## config.mk

```make
export PLATFORM = sky130hd
export DESIGN_NAME = wdt_top
export DESIGN_NICKNAME = d
export VERILOG_FILES = /design/src/hdl/wdt_pkg.sv /design/src/hdl/wdt_tick_if.sv /design/src/hdl/wdt_prescaler.sv /design/src/hdl/wdt_apb_regs.sv /design/src/hdl/wdt_top.sv
export VERILOG_INCLUDE_DIRS = /design/src /design/src/hdl
export SDC_FILE = /design/constraint.sdc
export NUM_CORES = 1
export LEC_CHECK = 0
export BUFFER_PORTS_ARGS = -buffer_cell sky130_fd_sc_hd__buf_2
export CORE_MARGIN = 2
export CORE_UTILIZATION = 44
export CTS_BUF_LIST = sky130_fd_sc_hd__clkbuf_4
export CTS_CLUSTER_SIZE = 10
export DETAILED_ROUTE_END_ITERATION = 10
export GPL_ROUTABILITY_DRIVEN = 0
export GPL_TIMING_DRIVEN = 0
export PLACE_DENSITY_LB_ADDON = 0.05
export SYNTH_ARGS = -nofsm -noshare
export SYNTH_HDL_FRONTEND = slang
export SYNTH_HIERARCHICAL = 1
export SYNTH_SLANG_ARGS = --single-unit
```

## constraint.sdc

```tcl
create_clock -name pclk -period 4 [get_ports pclk]
set_input_delay 0.8 -clock pclk [delete_from_list [all_inputs] [get_ports pclk]]
set_output_delay 0.8 -clock pclk [all_outputs]
set_load 0.02 [all_outputs]
```

## src/hdl/wdt_regs.svh

```systemverilog
// register offsets, field positions, reset values and refresh bytes of the watchdog
`ifndef WDT_REGS_SVH
`define WDT_REGS_SVH
`define WDT_OFS_REFRESH 12'h000
`define WDT_OFS_CTRL 12'h004
`define WDT_OFS_STATUS 12'h008
`define WDT_OFS_RSTCTRL 12'h00C
`define WDT_OFS_MODE 12'h010
`define WDT_RF_FIRST 8'h00
`define WDT_RF_SECOND 8'hFF
`define WDT_CTRL_TO_LSB 0
`define WDT_CTRL_CKS_LSB 4
`define WDT_CTRL_WEND_LSB 8
`define WDT_CTRL_WSTART_LSB 12
`define WDT_CTRL_RESET 32'h0000_3353
`define WDT_ST_UNDF_BIT 14
`define WDT_ST_REFE_BIT 15
`define WDT_ST_RUN_BIT 16
`define WDT_RC_RESET 32'h0000_0080
`define WDT_RC_RSTE_BIT 7
`define WDT_RC_NMI_BIT 0
`define WDT_MODE_RESET 32'h0000_0000
`define WDT_MODE_AUTO_BIT 0
`define WDT_MODE_LPEN_BIT 1
`endif

```

## src/hdl/wdt_pkg.sv

```systemverilog
// types shared by the watchdog design files
package wdt_pkg;
  typedef enum logic [2:0] {
    ST_IDLE = 3'b001,
    ST_RUN = 3'b010,
    ST_STOP = 3'b100
  } wdt_state_t;
endpackage

```

## src/hdl/wdt_tick_if.sv

```systemverilog
// count-clock enable carried from the prescaler to the counter core
`timescale 1ns/1ns
`default_nettype none
interface wdt_tick_if;
  logic [2:0] sel;
  logic clear;
  logic tick;
  modport src (input sel, input clear, output tick);
  modport dst (output sel, output clear, input tick);
endinterface
`default_nettype wire

```

## src/hdl/wdt_prescaler.sv

```systemverilog
// prescaler: one-cycle count enable at pclk divided by the selected ratio
`timescale 1ns/1ns
`default_nettype none
`include "wdt_regs.svh"
module wdt_prescaler #(
  parameter int DIV_W = 13
) (
  input wire logic pclk,
  input wire logic presetn,
  wdt_tick_if.src tk
);
  initial begin
    if (DIV_W < 13) $error("prescaler too narrow for divide by 8192");
  end
  logic [DIV_W-1:0] cnt_r;
  logic [DIV_W-1:0] lim;
  // division ratio 4,64,128,512,2048,8192; codes 6,7 fall back to 8192
  always_comb begin
    case (tk.sel)
      3'h0: lim = DIV_W'(4 - 1);
      3'h1: lim = DIV_W'(64 - 1);
      3'h2: lim = DIV_W'(128 - 1);
      3'h3: lim = DIV_W'(512 - 1);
      3'h4: lim = DIV_W'(2048 - 1);
      default: lim = DIV_W'(8192 - 1);
    endcase
  end
  // free divider, restarted on refresh so every window starts aligned
  always_ff @(posedge pclk or negedge presetn) begin
    if (!presetn) begin
      cnt_r <= '0;
    end else if (tk.clear || cnt_r >= lim) begin
      cnt_r <= '0;
    end else begin
      cnt_r <= cnt_r + DIV_W'(1);
    end
  end
  assign tk.tick = (cnt_r >= lim) && !tk.clear;
endmodule
`default_nettype wire

```

## src/hdl/wdt_apb_regs.sv

```systemverilog
// apb slave decoding the watchdog register map
`timescale 1ns/1ns
`default_nettype none
`include "wdt_regs.svh"
module wdt_apb_regs (
  input wire logic pclk,
  input wire logic presetn,
  input wire logic psel,
  input wire logic penable,
  input wire logic pwrite,
  input wire logic [11:0] paddr,
  input wire logic [31:0] pwdata,
  input wire logic [31:0] status_in,
  output logic [31:0] rdata_nxt,
  output logic wr_refresh,
  output logic wr_ctrl,
  output logic wr_rstctrl,
  output logic wr_mode,
  output logic wr_status,
  output logic rd_err,
  input wire logic [31:0] ctrl_in,
  input wire logic [31:0] rc_in,
  input wire logic [31:0] mode_in
);
  logic acc;
  assign acc = psel && penable;
  // zero-wait slave: writes strobe on the access cycle
  assign wr_refresh = acc && pwrite && paddr == `WDT_OFS_REFRESH;
  assign wr_ctrl = acc && pwrite && paddr == `WDT_OFS_CTRL;
  assign wr_status = acc && pwrite && paddr == `WDT_OFS_STATUS;
  assign wr_rstctrl = acc && pwrite && paddr == `WDT_OFS_RSTCTRL;
  assign wr_mode = acc && pwrite && paddr == `WDT_OFS_MODE;
  // unmapped offsets answer with pslverr
  always_comb begin
    rd_err = 1'b0;
    case (paddr)
      `WDT_OFS_REFRESH: rdata_nxt = 32'h0000_00FF;
      `WDT_OFS_CTRL: rdata_nxt = ctrl_in;
      `WDT_OFS_STATUS: rdata_nxt = status_in;
      `WDT_OFS_RSTCTRL: rdata_nxt = rc_in;
      `WDT_OFS_MODE: rdata_nxt = mode_in;
      default: begin
        rdata_nxt = 32'h0000_0000;
        rd_err = 1'b1;
      end
    endcase
  end
endmodule
`default_nettype wire

```

## src/hdl/wdt_top.sv

```systemverilog
// windowed watchdog: apb registers, 14-bit down-counter, window check, reset/nmi/irq
`timescale 1ns/1ns
`default_nettype none
`include "wdt_regs.svh"
// Functional notes
// count clock is pclk divided by 4, 64, 128, 512, 2048 or 8192
// one channel, 14-bit down-counter, minus one per count clock
// auto-start mode counts right after reset release; here reset clears the mode register, so auto start waits for a mode write
// register-start mode starts on refresh: write 00h then FFh
// reset stops counter and restores counter and all registers
// counting halts while chip is in low power state; here only while mode bit 1 is clear, with it set the counter keeps counting
// register-start mode stops counter on underflow or refresh error
// window start and end positions set permitted refresh interval
// watchdog reset on underflow or out-of-window refresh
// alternatively nmi or interrupt request on underflow or refresh error
// status register shows current down-counter value
// valid refresh reloads timeout; only 00h directly followed by FFh refreshes
// reset-control setting chooses reset or interrupt
module wdt_top #(
  parameter int CNT_W = 14
) (
  input wire logic pclk,
  input wire logic presetn,
  input wire logic psel,
  input wire logic penable,
  input wire logic pwrite,
  input wire logic [11:0] paddr,
  input wire logic [31:0] pwdata,
  output logic [31:0] prdata,
  output logic pready,
  output logic pslverr,
  input wire logic low_power,
  output logic wdt_reset_req,
  output logic wdt_nmi_req,
  output logic wdt_irq_req
);
  initial begin
    if (CNT_W != 14) $error("counter width must be 14");
  end
  // ****************************************************
  // registers and bus
  // ****************************************************
  logic [31:0] ctrl_r;
  logic [31:0] rc_r;
  logic [31:0] mode_r;
  logic [CNT_W-1:0] cnt_r;
  logic undf_r;
  logic refe_r;
  logic armed_r;
  wdt_pkg::wdt_state_t state_r;
  logic [31:0] rdata_nxt;
  logic wr_refresh, wr_ctrl, wr_rstctrl, wr_mode, wr_status, rd_err;
  logic [31:0] status;
  wdt_tick_if tk ();
  // status: counter value, sticky flags, running
  assign status = {15'h0000, state_r == wdt_pkg::ST_RUN, refe_r, undf_r, cnt_r};
  wdt_apb_regs u_regs (
    .pclk(pclk),
    .presetn(presetn),
    .psel(psel),
    .penable(penable),
    .pwrite(pwrite),
    .paddr(paddr),
    .pwdata(pwdata),
    .status_in(status),
    .rdata_nxt(rdata_nxt),
    .wr_refresh(wr_refresh),
    .wr_ctrl(wr_ctrl),
    .wr_rstctrl(wr_rstctrl),
    .wr_mode(wr_mode),
    .wr_status(wr_status),
    .rd_err(rd_err),
    .ctrl_in(ctrl_r),
    .rc_in(rc_r),
    .mode_in(mode_r)
  );
  // registered answer: pready rises on the edge that ends the setup cycle
  always_ff @(posedge pclk or negedge presetn) begin
    if (!presetn) begin
      prdata <= 32'h0000_0000;
      pready <= 1'b0;
      pslverr <= 1'b0;
    end else begin
      pready <= psel && !penable;
      pslverr <= psel && !penable && rd_err;
      if (psel && !penable && !pwrite) begin
        prdata <= rdata_nxt;
      end
    end
  end
  logic wr_take;
  assign wr_take = pready && penable && psel;
  logic [1:0] to_sel, ws_sel, we_sel;
  assign to_sel = ctrl_r[`WDT_CTRL_TO_LSB +: 2];
  assign ws_sel = ctrl_r[`WDT_CTRL_WSTART_LSB +: 2];
  assign we_sel = ctrl_r[`WDT_CTRL_WEND_LSB +: 2];
  assign tk.sel = ctrl_r[`WDT_CTRL_CKS_LSB +: 3];
  // timeout: 1024, 4096, 8192, 16384 counts
  function automatic logic [CNT_W-1:0] timeout_top(input logic [1:0] s);
    case (s)
      2'h0: timeout_top = 14'h03FF;
      2'h1: timeout_top = 14'h0FFF;
      2'h2: timeout_top = 14'h1FFF;
      default: timeout_top = 14'h3FFF;
    endcase
  endfunction
  // window position: 75, 50, 25, 0 percent of the top remaining
  function automatic logic [CNT_W-1:0] win_pos(input logic [1:0] s, input logic [CNT_W-1:0] t);
    case (s)
      2'h0: win_pos = t - (t >> 2);
      2'h1: win_pos = t >> 1;
      2'h2: win_pos = t >> 2;
      default: win_pos = 14'h0000;
    endcase
  endfunction
  // config registers; written only on the completing access
  always_ff @(posedge pclk or negedge presetn) begin
    if (!presetn) begin
      ctrl_r <= `WDT_CTRL_RESET;
      rc_r <= `WDT_RC_RESET;
      mode_r <= `WDT_MODE_RESET;
    end else begin
      if (wr_ctrl && wr_take) begin
        ctrl_r <= pwdata & 32'h0000_3373;
      end
      if (wr_rstctrl && wr_take) begin
        rc_r <= pwdata & 32'h0000_0081; // reset or interrupt select
      end
      if (wr_mode && wr_take) begin
        mode_r <= pwdata & 32'h0000_0003;
      end
    end
  end
  // ****************************************************
  // refresh sequence and window
  // ****************************************************
  logic rf_wr, rf_first, rf_second, refresh_ok, in_window, refresh_err;
  assign rf_wr = wr_refresh && wr_take;
  assign rf_first = rf_wr && pwdata[7:0] == `WDT_RF_FIRST;
  assign rf_second = rf_wr && pwdata[7:0] == `WDT_RF_SECOND;
  // any refresh-register write other than 00h between 00h and FFh breaks the pair
  always_ff @(posedge pclk or negedge presetn) begin
    if (!presetn) begin
      armed_r <= 1'b0;
    end else if (rf_wr) begin
      armed_r <= rf_first;
    end
  end
  // refresh allowed only while window end < count <= window start
  assign in_window = cnt_r <= win_pos(ws_sel, timeout_top(to_sel))
                  && cnt_r > win_pos(we_sel, timeout_top(to_sel));
  assign refresh_ok = rf_second && armed_r;
  assign refresh_err = refresh_ok && state_r == wdt_pkg::ST_RUN && !in_window;
  logic underflow, halt;
  assign halt = low_power && !mode_r[`WDT_MODE_LPEN_BIT];
  assign underflow = state_r == wdt_pkg::ST_RUN && tk.tick && !halt && cnt_r == '0;
  assign tk.clear = refresh_ok || halt;
  wdt_prescaler #(.DIV_W(13)) u_pre (
    .pclk(pclk),
    .presetn(presetn),
    .tk(tk)
  );
  // ****************************************************
  // counter and state
  // ****************************************************
  logic auto_start;
  assign auto_start = mode_r[`WDT_MODE_AUTO_BIT];
  // counter: reload on valid refresh, decrement on tick
  always_ff @(posedge pclk or negedge presetn) begin
    if (!presetn) begin
      state_r <= wdt_pkg::ST_IDLE;
      cnt_r <= 14'h3FFF;
    end else begin
      case (state_r)
        wdt_pkg::ST_IDLE: begin
          cnt_r <= timeout_top(to_sel);
          if (auto_start || refresh_ok) begin
            state_r <= wdt_pkg::ST_RUN;
          end
        end
        wdt_pkg::ST_RUN: begin
          if ((refresh_err || underflow) && !auto_start) begin
            state_r <= wdt_pkg::ST_STOP;
          end else if (refresh_ok || underflow) begin
            cnt_r <= timeout_top(to_sel);
          end else if (tk.tick && !halt) begin
            cnt_r <= cnt_r - 14'h0001;
          end
        end
        wdt_pkg::ST_STOP: begin
          state_r <= wdt_pkg::ST_STOP;
        end
        default: begin
          state_r <= wdt_pkg::ST_IDLE;
        end
      endcase
    end
  end
  // sticky flags; hardware set wins over a software zero write
  always_ff @(posedge pclk or negedge presetn) begin
    if (!presetn) begin
      undf_r <= 1'b0;
      refe_r <= 1'b0;
    end else begin
      undf_r <= underflow || (undf_r && !(wr_status && wr_take && !pwdata[`WDT_ST_UNDF_BIT]));
      refe_r <= refresh_err || (refe_r && !(wr_status && wr_take && !pwdata[`WDT_ST_REFE_BIT]));
    end
  end
  // event outputs: one-cycle pulses steered by reset control
  always_ff @(posedge pclk or negedge presetn) begin
    if (!presetn) begin
      wdt_reset_req <= 1'b0;
      wdt_nmi_req <= 1'b0;
      wdt_irq_req <= 1'b0;
    end else begin
      wdt_reset_req <= (underflow || refresh_err) && rc_r[`WDT_RC_RSTE_BIT];
      wdt_nmi_req <= (underflow || refresh_err) && !rc_r[`WDT_RC_RSTE_BIT]
                     && rc_r[`WDT_RC_NMI_BIT];
      wdt_irq_req <= (underflow || refresh_err) && !rc_r[`WDT_RC_RSTE_BIT]
                     && !rc_r[`WDT_RC_NMI_BIT];
    end
  end
  // ****************************************************
  // assertions
  // ****************************************************
  a_reset_on_event: assert property (@(posedge pclk) disable iff (!presetn)
    (underflow || refresh_err) && rc_r[`WDT_RC_RSTE_BIT] |=> wdt_reset_req)
    else $error("watchdog reset missing");
  a_irq_on_event: assert property (@(posedge pclk) disable iff (!presetn)
    (underflow || refresh_err) && !rc_r[`WDT_RC_RSTE_BIT] |=> (wdt_nmi_req || wdt_irq_req))
    else $error("interrupt missing");
  a_choice_excl: assert property (@(posedge pclk) disable iff (!presetn)
    !(wdt_reset_req && (wdt_nmi_req || wdt_irq_req)))
    else $error("reset and interrupt together");
  a_refresh_reload: assert property (@(posedge pclk) disable iff (!presetn)
    refresh_ok && !refresh_err && !underflow && state_r == wdt_pkg::ST_RUN
    |=> cnt_r == $past(timeout_top(to_sel)))
    else $error("refresh did not reload");
  a_halt_holds: assert property (@(posedge pclk) disable iff (!presetn)
    halt && state_r == wdt_pkg::ST_RUN && !refresh_ok |=> $stable(cnt_r))
    else $error("counter moved in low power");
  a_decrement: assert property (@(posedge pclk) disable iff (!presetn)
    state_r == wdt_pkg::ST_RUN && tk.tick && !halt && cnt_r != '0 && !refresh_ok
    |=> cnt_r == $past(cnt_r) - 14'h0001)
    else $error("counter did not decrement");
  a_reg_stop: assert property (@(posedge pclk) disable iff (!presetn)
    !auto_start && state_r == wdt_pkg::ST_RUN && underflow |=> state_r == wdt_pkg::ST_STOP [*2])
    else $error("counter did not stop");
  a_auto_start: assert property (@(posedge pclk) disable iff (!presetn)
    state_r == wdt_pkg::ST_IDLE && auto_start |=> state_r == wdt_pkg::ST_RUN)
    else $error("auto start failed");
  a_broken_pair: assert property (@(posedge pclk) disable iff (!presetn)
    state_r == wdt_pkg::ST_IDLE && !auto_start && rf_second && !armed_r
    |=> state_r == wdt_pkg::ST_IDLE)
    else $error("lone FFh started counter");
endmodule
`default_nettype wire

```

Word-level counts from Yosys, hierarchy flattened
Cells that the tools add are included.
{"block": "totals", "ff_bits": 83, "input_bits": 50, "wordCells": 126}
{"block": "op_classes", "addsub": 3, "magnitude_cmp": 3, "eq_ne": 22, "mux": 14, "reduce_logical": 69}
{"cell": "14-bit one-hot mux with 3 select lines", "count": 3}
{"cell": "17-bit one-hot mux with 5 select lines", "count": 1}
{"cell": "13-bit one-hot mux with 5 select lines", "count": 1}
{"cell": "14-bit two-way mux", "count": 3}
{"cell": "1-bit logical AND", "count": 38}
{"cell": "14-bit one-hot mux with 2 select lines", "count": 1}
{"cell": "12-bit by 4-bit == test with 1-bit output, second input constant", "count": 2}
{"cell": "14-bit greater-than comparator", "count": 1}
{"cell": "14-bit less-or-equal comparator", "count": 1}
{"cell": "14-bit logical NOT", "count": 1}
{"cell": "14-bit by 1-bit subtractor with 14-bit output, second input constant", "count": 1}
{"cell": "14-bit by 12-bit subtractor with 14-bit output", "count": 1}
{"cell": "13-bit by 1-bit adder with 13-bit output, second input constant", "count": 1}
{"cell": "13-bit greater-or-equal comparator", "count": 1}
{"cell": "1-bit logical NOT", "count": 13}
{"cell": "13-bit two-way mux", "count": 1}
{"cell": "12-bit by 3-bit == test with 1-bit output, second input constant", "count": 1}
{"cell": "12-bit by 5-bit == test with 1-bit output, second input constant", "count": 1}
{"cell": "12-bit logical NOT", "count": 1}
{"cell": "3-bit by 2-bit == test with 1-bit output, second input constant", "count": 3}
{"cell": "3-bit one-hot mux with 3 select lines", "count": 1}
{"cell": "8-bit == test, second input constant", "count": 1}
{"cell": "8-bit logical NOT", "count": 1}
{"cell": "1-bit logical OR", "count": 7}
{"cell": "14 further kinds", "count": 25}

Logic depth before layout (Yosys ltp)
{"block": "depth", "word_depth": 16, "depth_mapped": 16, "depth_no_buf": 14}

Hierarchy
Netlist, hierarchy kept.
{"module": "wdt_top", "instances": 1, "cells_per_inst": 375, "area_per_inst_um2": 4147.7, "seq_area_each_um2": 1781.7}
{"module": "wdt_apb_regs", "instances": 1, "cells_per_inst": 141, "area_per_inst_um2": 1236.2, "seq_area_each_um2": 0.0}
{"module": "wdt_prescaler", "instances": 1, "cells_per_inst": 98, "area_per_inst_um2": 1002.2, "seq_area_each_um2": 325.3}

Worst setup path before layout
Ideal clock, no wire load.
{"block": "synth_path", "path_kind": "input port to flip-flop", "start": "in paddr[5]", "end": "reg, netlist name cnt_r[3]", "setup_ps": 91, "arrival_ps": 3755, "t_required_ps": 3909, "setup_slack_ps": 155, "path_stages": 16, "n_path_buf": 3, "path_cell_list": "nor3_1 -> nand3_2 -> buf_2 -> nor3_1 -> nand4_1 -> or4_1 -> clkbuf_1 -> nand2_1 -> o21ba_2 -> nand3_2 -> or3_4 -> nor2_1 -> a21oi_1 -> a21oi_4 -> buf_6 -> o31ai_1"}
{"element": "start: declaration", "line": "wdt_top.sv:27", "source": "input wire logic [11:0] paddr,"}

==> impl_metrics.ini <==
[detailed_routing]
vias = 5315
vias_per_cell = 5.42
wl_mm = 16.4
first_pass_iters = 5
drc = 0
drt_iter0_markers = 303
ant_nets = 0
avgRoutedWirePerCell_um = 16.7

[worst_setup_path]
critPathRequiredTime_ps = 4410
crit_path_start_kind = register
r2r_setup_slack_ps = 210
worstSetupPathType = reg2reg
r2r_cells = 14
reg2reg_to = cnt_r[1]
critPathCaptureType = register
cp_max_fo = 10
r2r_start = ctrl_r[0]
cp.arrival_ps = 4200

[layout]
instances_no_fill = 981
final_util_pct = 52.6
final.fill_count = 1296
syn_to_final_growth_pct = 18.3
multi_input_area_sq_um = 4380
seq_area_sq_um = 2110
diodes = 0
final_area_sq_um = 7560
drive_gt1_share_pct = 33.0
fin_nets = 895

[placed_design]
port_buffers = 67
dp_hpwl_mm = 12.7
place_area_sq_um = 7350
place_inst = 963

[clock_network]
root_buffer = clkbuf_4
cts_sinks = 83
cts_max_level = 3
cts_buffers = 9
cts.hold.buffers_added = 0
cts_tree = yes
insertion_delay_ps = 480
clock_path_buffers = 2
cts.reportedPaths.clkPinSlew_ps = 140

[global_route]
track_usage_pct = 21.8
first_global_vias = 5347
grt_pass1_wl_mm = 27.3
antenna_found_initial = 0
grt_max_degree = 51
gr-total-overflow = 0

[synthesis]
synth_top_area_cell = dfrtp_1
netlist_area_sq_um = 6390
synth_area_leaders = dfrtp_1 23%, mux2_2 15%, ha_1 10%, dfstp_2 9.9%, a22oi_1 4.1%
synth-seq-cells = 83
ys_types = 74
seq_area_frac_synth_pct = 33.0
yosysWarnings = 6
avgSynthCellArea_sq_um = 10.4
synth.top_cell.area_share_pct = 23.1
synth_top_flop_cell = dfrtp_1
async_reset_ff_share_pct = 100
ys_top_cells_by_count = 83 x mux2_2, 59 x dfrtp_1, 53 x ha_1
synth_edf_count = 0
yosysMostFrequentCell = mux2_2
synthesis.instances = 614

[sta]
maxSlewViolCount = 0
timing.final.crit_share_pct = 94.7
setup_violations = 0
fmax_ghz = 0.264
tightest_slew_ps = 742
layout_min_cycle_time_ps = 3790
slew_headroom_pct = 50.4
skew_ps = 9.92
rsz0062_at_grt = true
finalHoldViolations = 0

[power]
intPower_mw = 1.20
combPwrFrac_pct = 13.7
clockPowerShare_pct = 34.3
p_per_area_nw_per_um2 = 222
p_total_mw = 1.68
switching_share_pct = 28.6
leakage_nw = 3.41
peakVddDrop_mv = 0.122
switchingPower_mw = 0.479
pwr-share-seq_pct = 51.9

[floorplan]
rows = 44
die_width_um = 124
core_area_sq_um = 14400
io_pins = 87
initial_utilization_pct = 44.4
dieArea_sq_um = 15500
die_y_um = 124

[outcome]
status = complete, no violations

[job]
cap_violations = 0

[min_path]
min_path_type = in2async
## worst max-delay path by stage
stage | end | depth (start not counted) | startpoint
after floorplan | cnt_r[3] | 16 | paddr[5]
after global placement | cnt_r[9] | 17 | paddr[5]
after global routing | cnt_r[8] | 15 | paddr[10]
after detailed placement | cnt_r[3] | 17 | paddr[5]
after CTS | cnt_r[8] | 16 | paddr[9]
final | cnt_r[1] | 14 | ctrl_r[0]
## registers in the layout, summed over array words and instances (netlist names)
signal	flops
prdata	32
cnt_r	14
u_pre/cnt_r	13
ctrl_r	9
state_r	3
mode_r	2
rc_r	2
armed_r	1
pready	1
pslverr	1
refe_r	1
undf_r	1
wdt_irq_req	1
wdt_nmi_req	1
wdt_reset_req	1
## power by group through the flow
stage	clock network, mW	registers, mW	logic (mW)
after floorplan	0	0.882	0.151
after global routing	0.625	0.873	0.257
after detailed placement	0	0.884	0.227
final	0.576	0.871	0.230
after global placement	0	0.885	0.219
after CTS	0.594	0.870	0.230
## layout make-up
class | instances | area share, %
well taps | 184 | 3.05
flip-flops and latches | 83 | 27.9
clock buffers | 9 | 0.894
repair buffers | 71 | 5.13
clock inverters | 7 | 1.21
inverters | 27 | 1.34
multi-input cells | 574 | 58.0
plain buffers | 26 | 2.50
## kinds of logic (layout without fill, tap and decap cells)
group,Yosys count,count (layout),share of synthesized area (%)
AOI/OAI and AO/OA,154,154,19.0
xor gates and xnor gates,14,14,1.92
adders and majority gates,53,53,10.4
buffers and inverters,54,140,4.60
DFF,83,83,33.0
muxes,86,86,15.1
other,1,98,0.0587
and+or+nand+nor,169,169,15.9
## routing by layer
| metal | global-route usage, % | routed length (um) | vias to the layer above |
|---|---|---|---|
| met4 | 6.01 | 259 | 0 |
| met5 | 0 | 0 | - |
| met3 | 3.74 | 721 | 22 |
| met2 | 37.2 | 8030 | 140 |
| li1 | - | - | 2600 |
| met1 | 28.5 | 7360 | 2553 |
## stage by stage
step	setup TNS [ps]	hold slack [ps]	setup WS, ps
2_1_floorplan	0	433	155
3_3_place_gp	-6170	457	-548
3_5_place_dp	-7600	475	-623
4_1_cts	0	267	28.0
5_1_grt	-16.5	276	-16.5
6_report	0	283	211
## critical path, stage by stage (launching register included)
cell,delay (ps)
dfstp_2,630
inv_1,100
ha_1,210
or2_2,320
a222oi_1,220
or2_2,170
ha_1,220
and3_1,190
and3_1,190
a31o_2,230
a211oi_1,440
o31ai_2,160
a21oi_4,250
buf_6,180
mux2i_1,200
## placed cells by master (no fill, tap or decap), types with 7 or more instances in the layout
| master | n |
|---|---|
| conb_1 | 98 |
| mux2_2 | 83 |
| buf_2 | 77 |
| dfrtp_1 | 59 |
| ha_1 | 53 |
| a22oi_1 | 35 |
| nor2_1 | 31 |
| nand2_1 | 29 |
| inv_1 | 26 |
| dfstp_2 | 24 |
| a21oi_1 | 17 |
| o21ai_0 | 17 |
| nor3_1 | 16 |
| o2bb2ai_1 | 14 |
| nand3_1 | 13 |
| xnor2_1 | 12 |
| nor3_2 | 11 |
| nor4_1 | 10 |
| o2bb2ai_2 | 10 |
| a21o_1 | 9 |
| nand4_1 | 9 |
| clkbuf_4 | 9 |
| o31ai_1 | 8 |
| o22ai_1 | 8 |
| or2_2 | 7 |
## repair_timing
item	in CTS	in global routing
endpoints found under the setup margin	10	14
pin swaps	0	3
resized for setup	3	6
buffers inserted	0	3
Note: power is estimated with default switching activity, not from simulation.
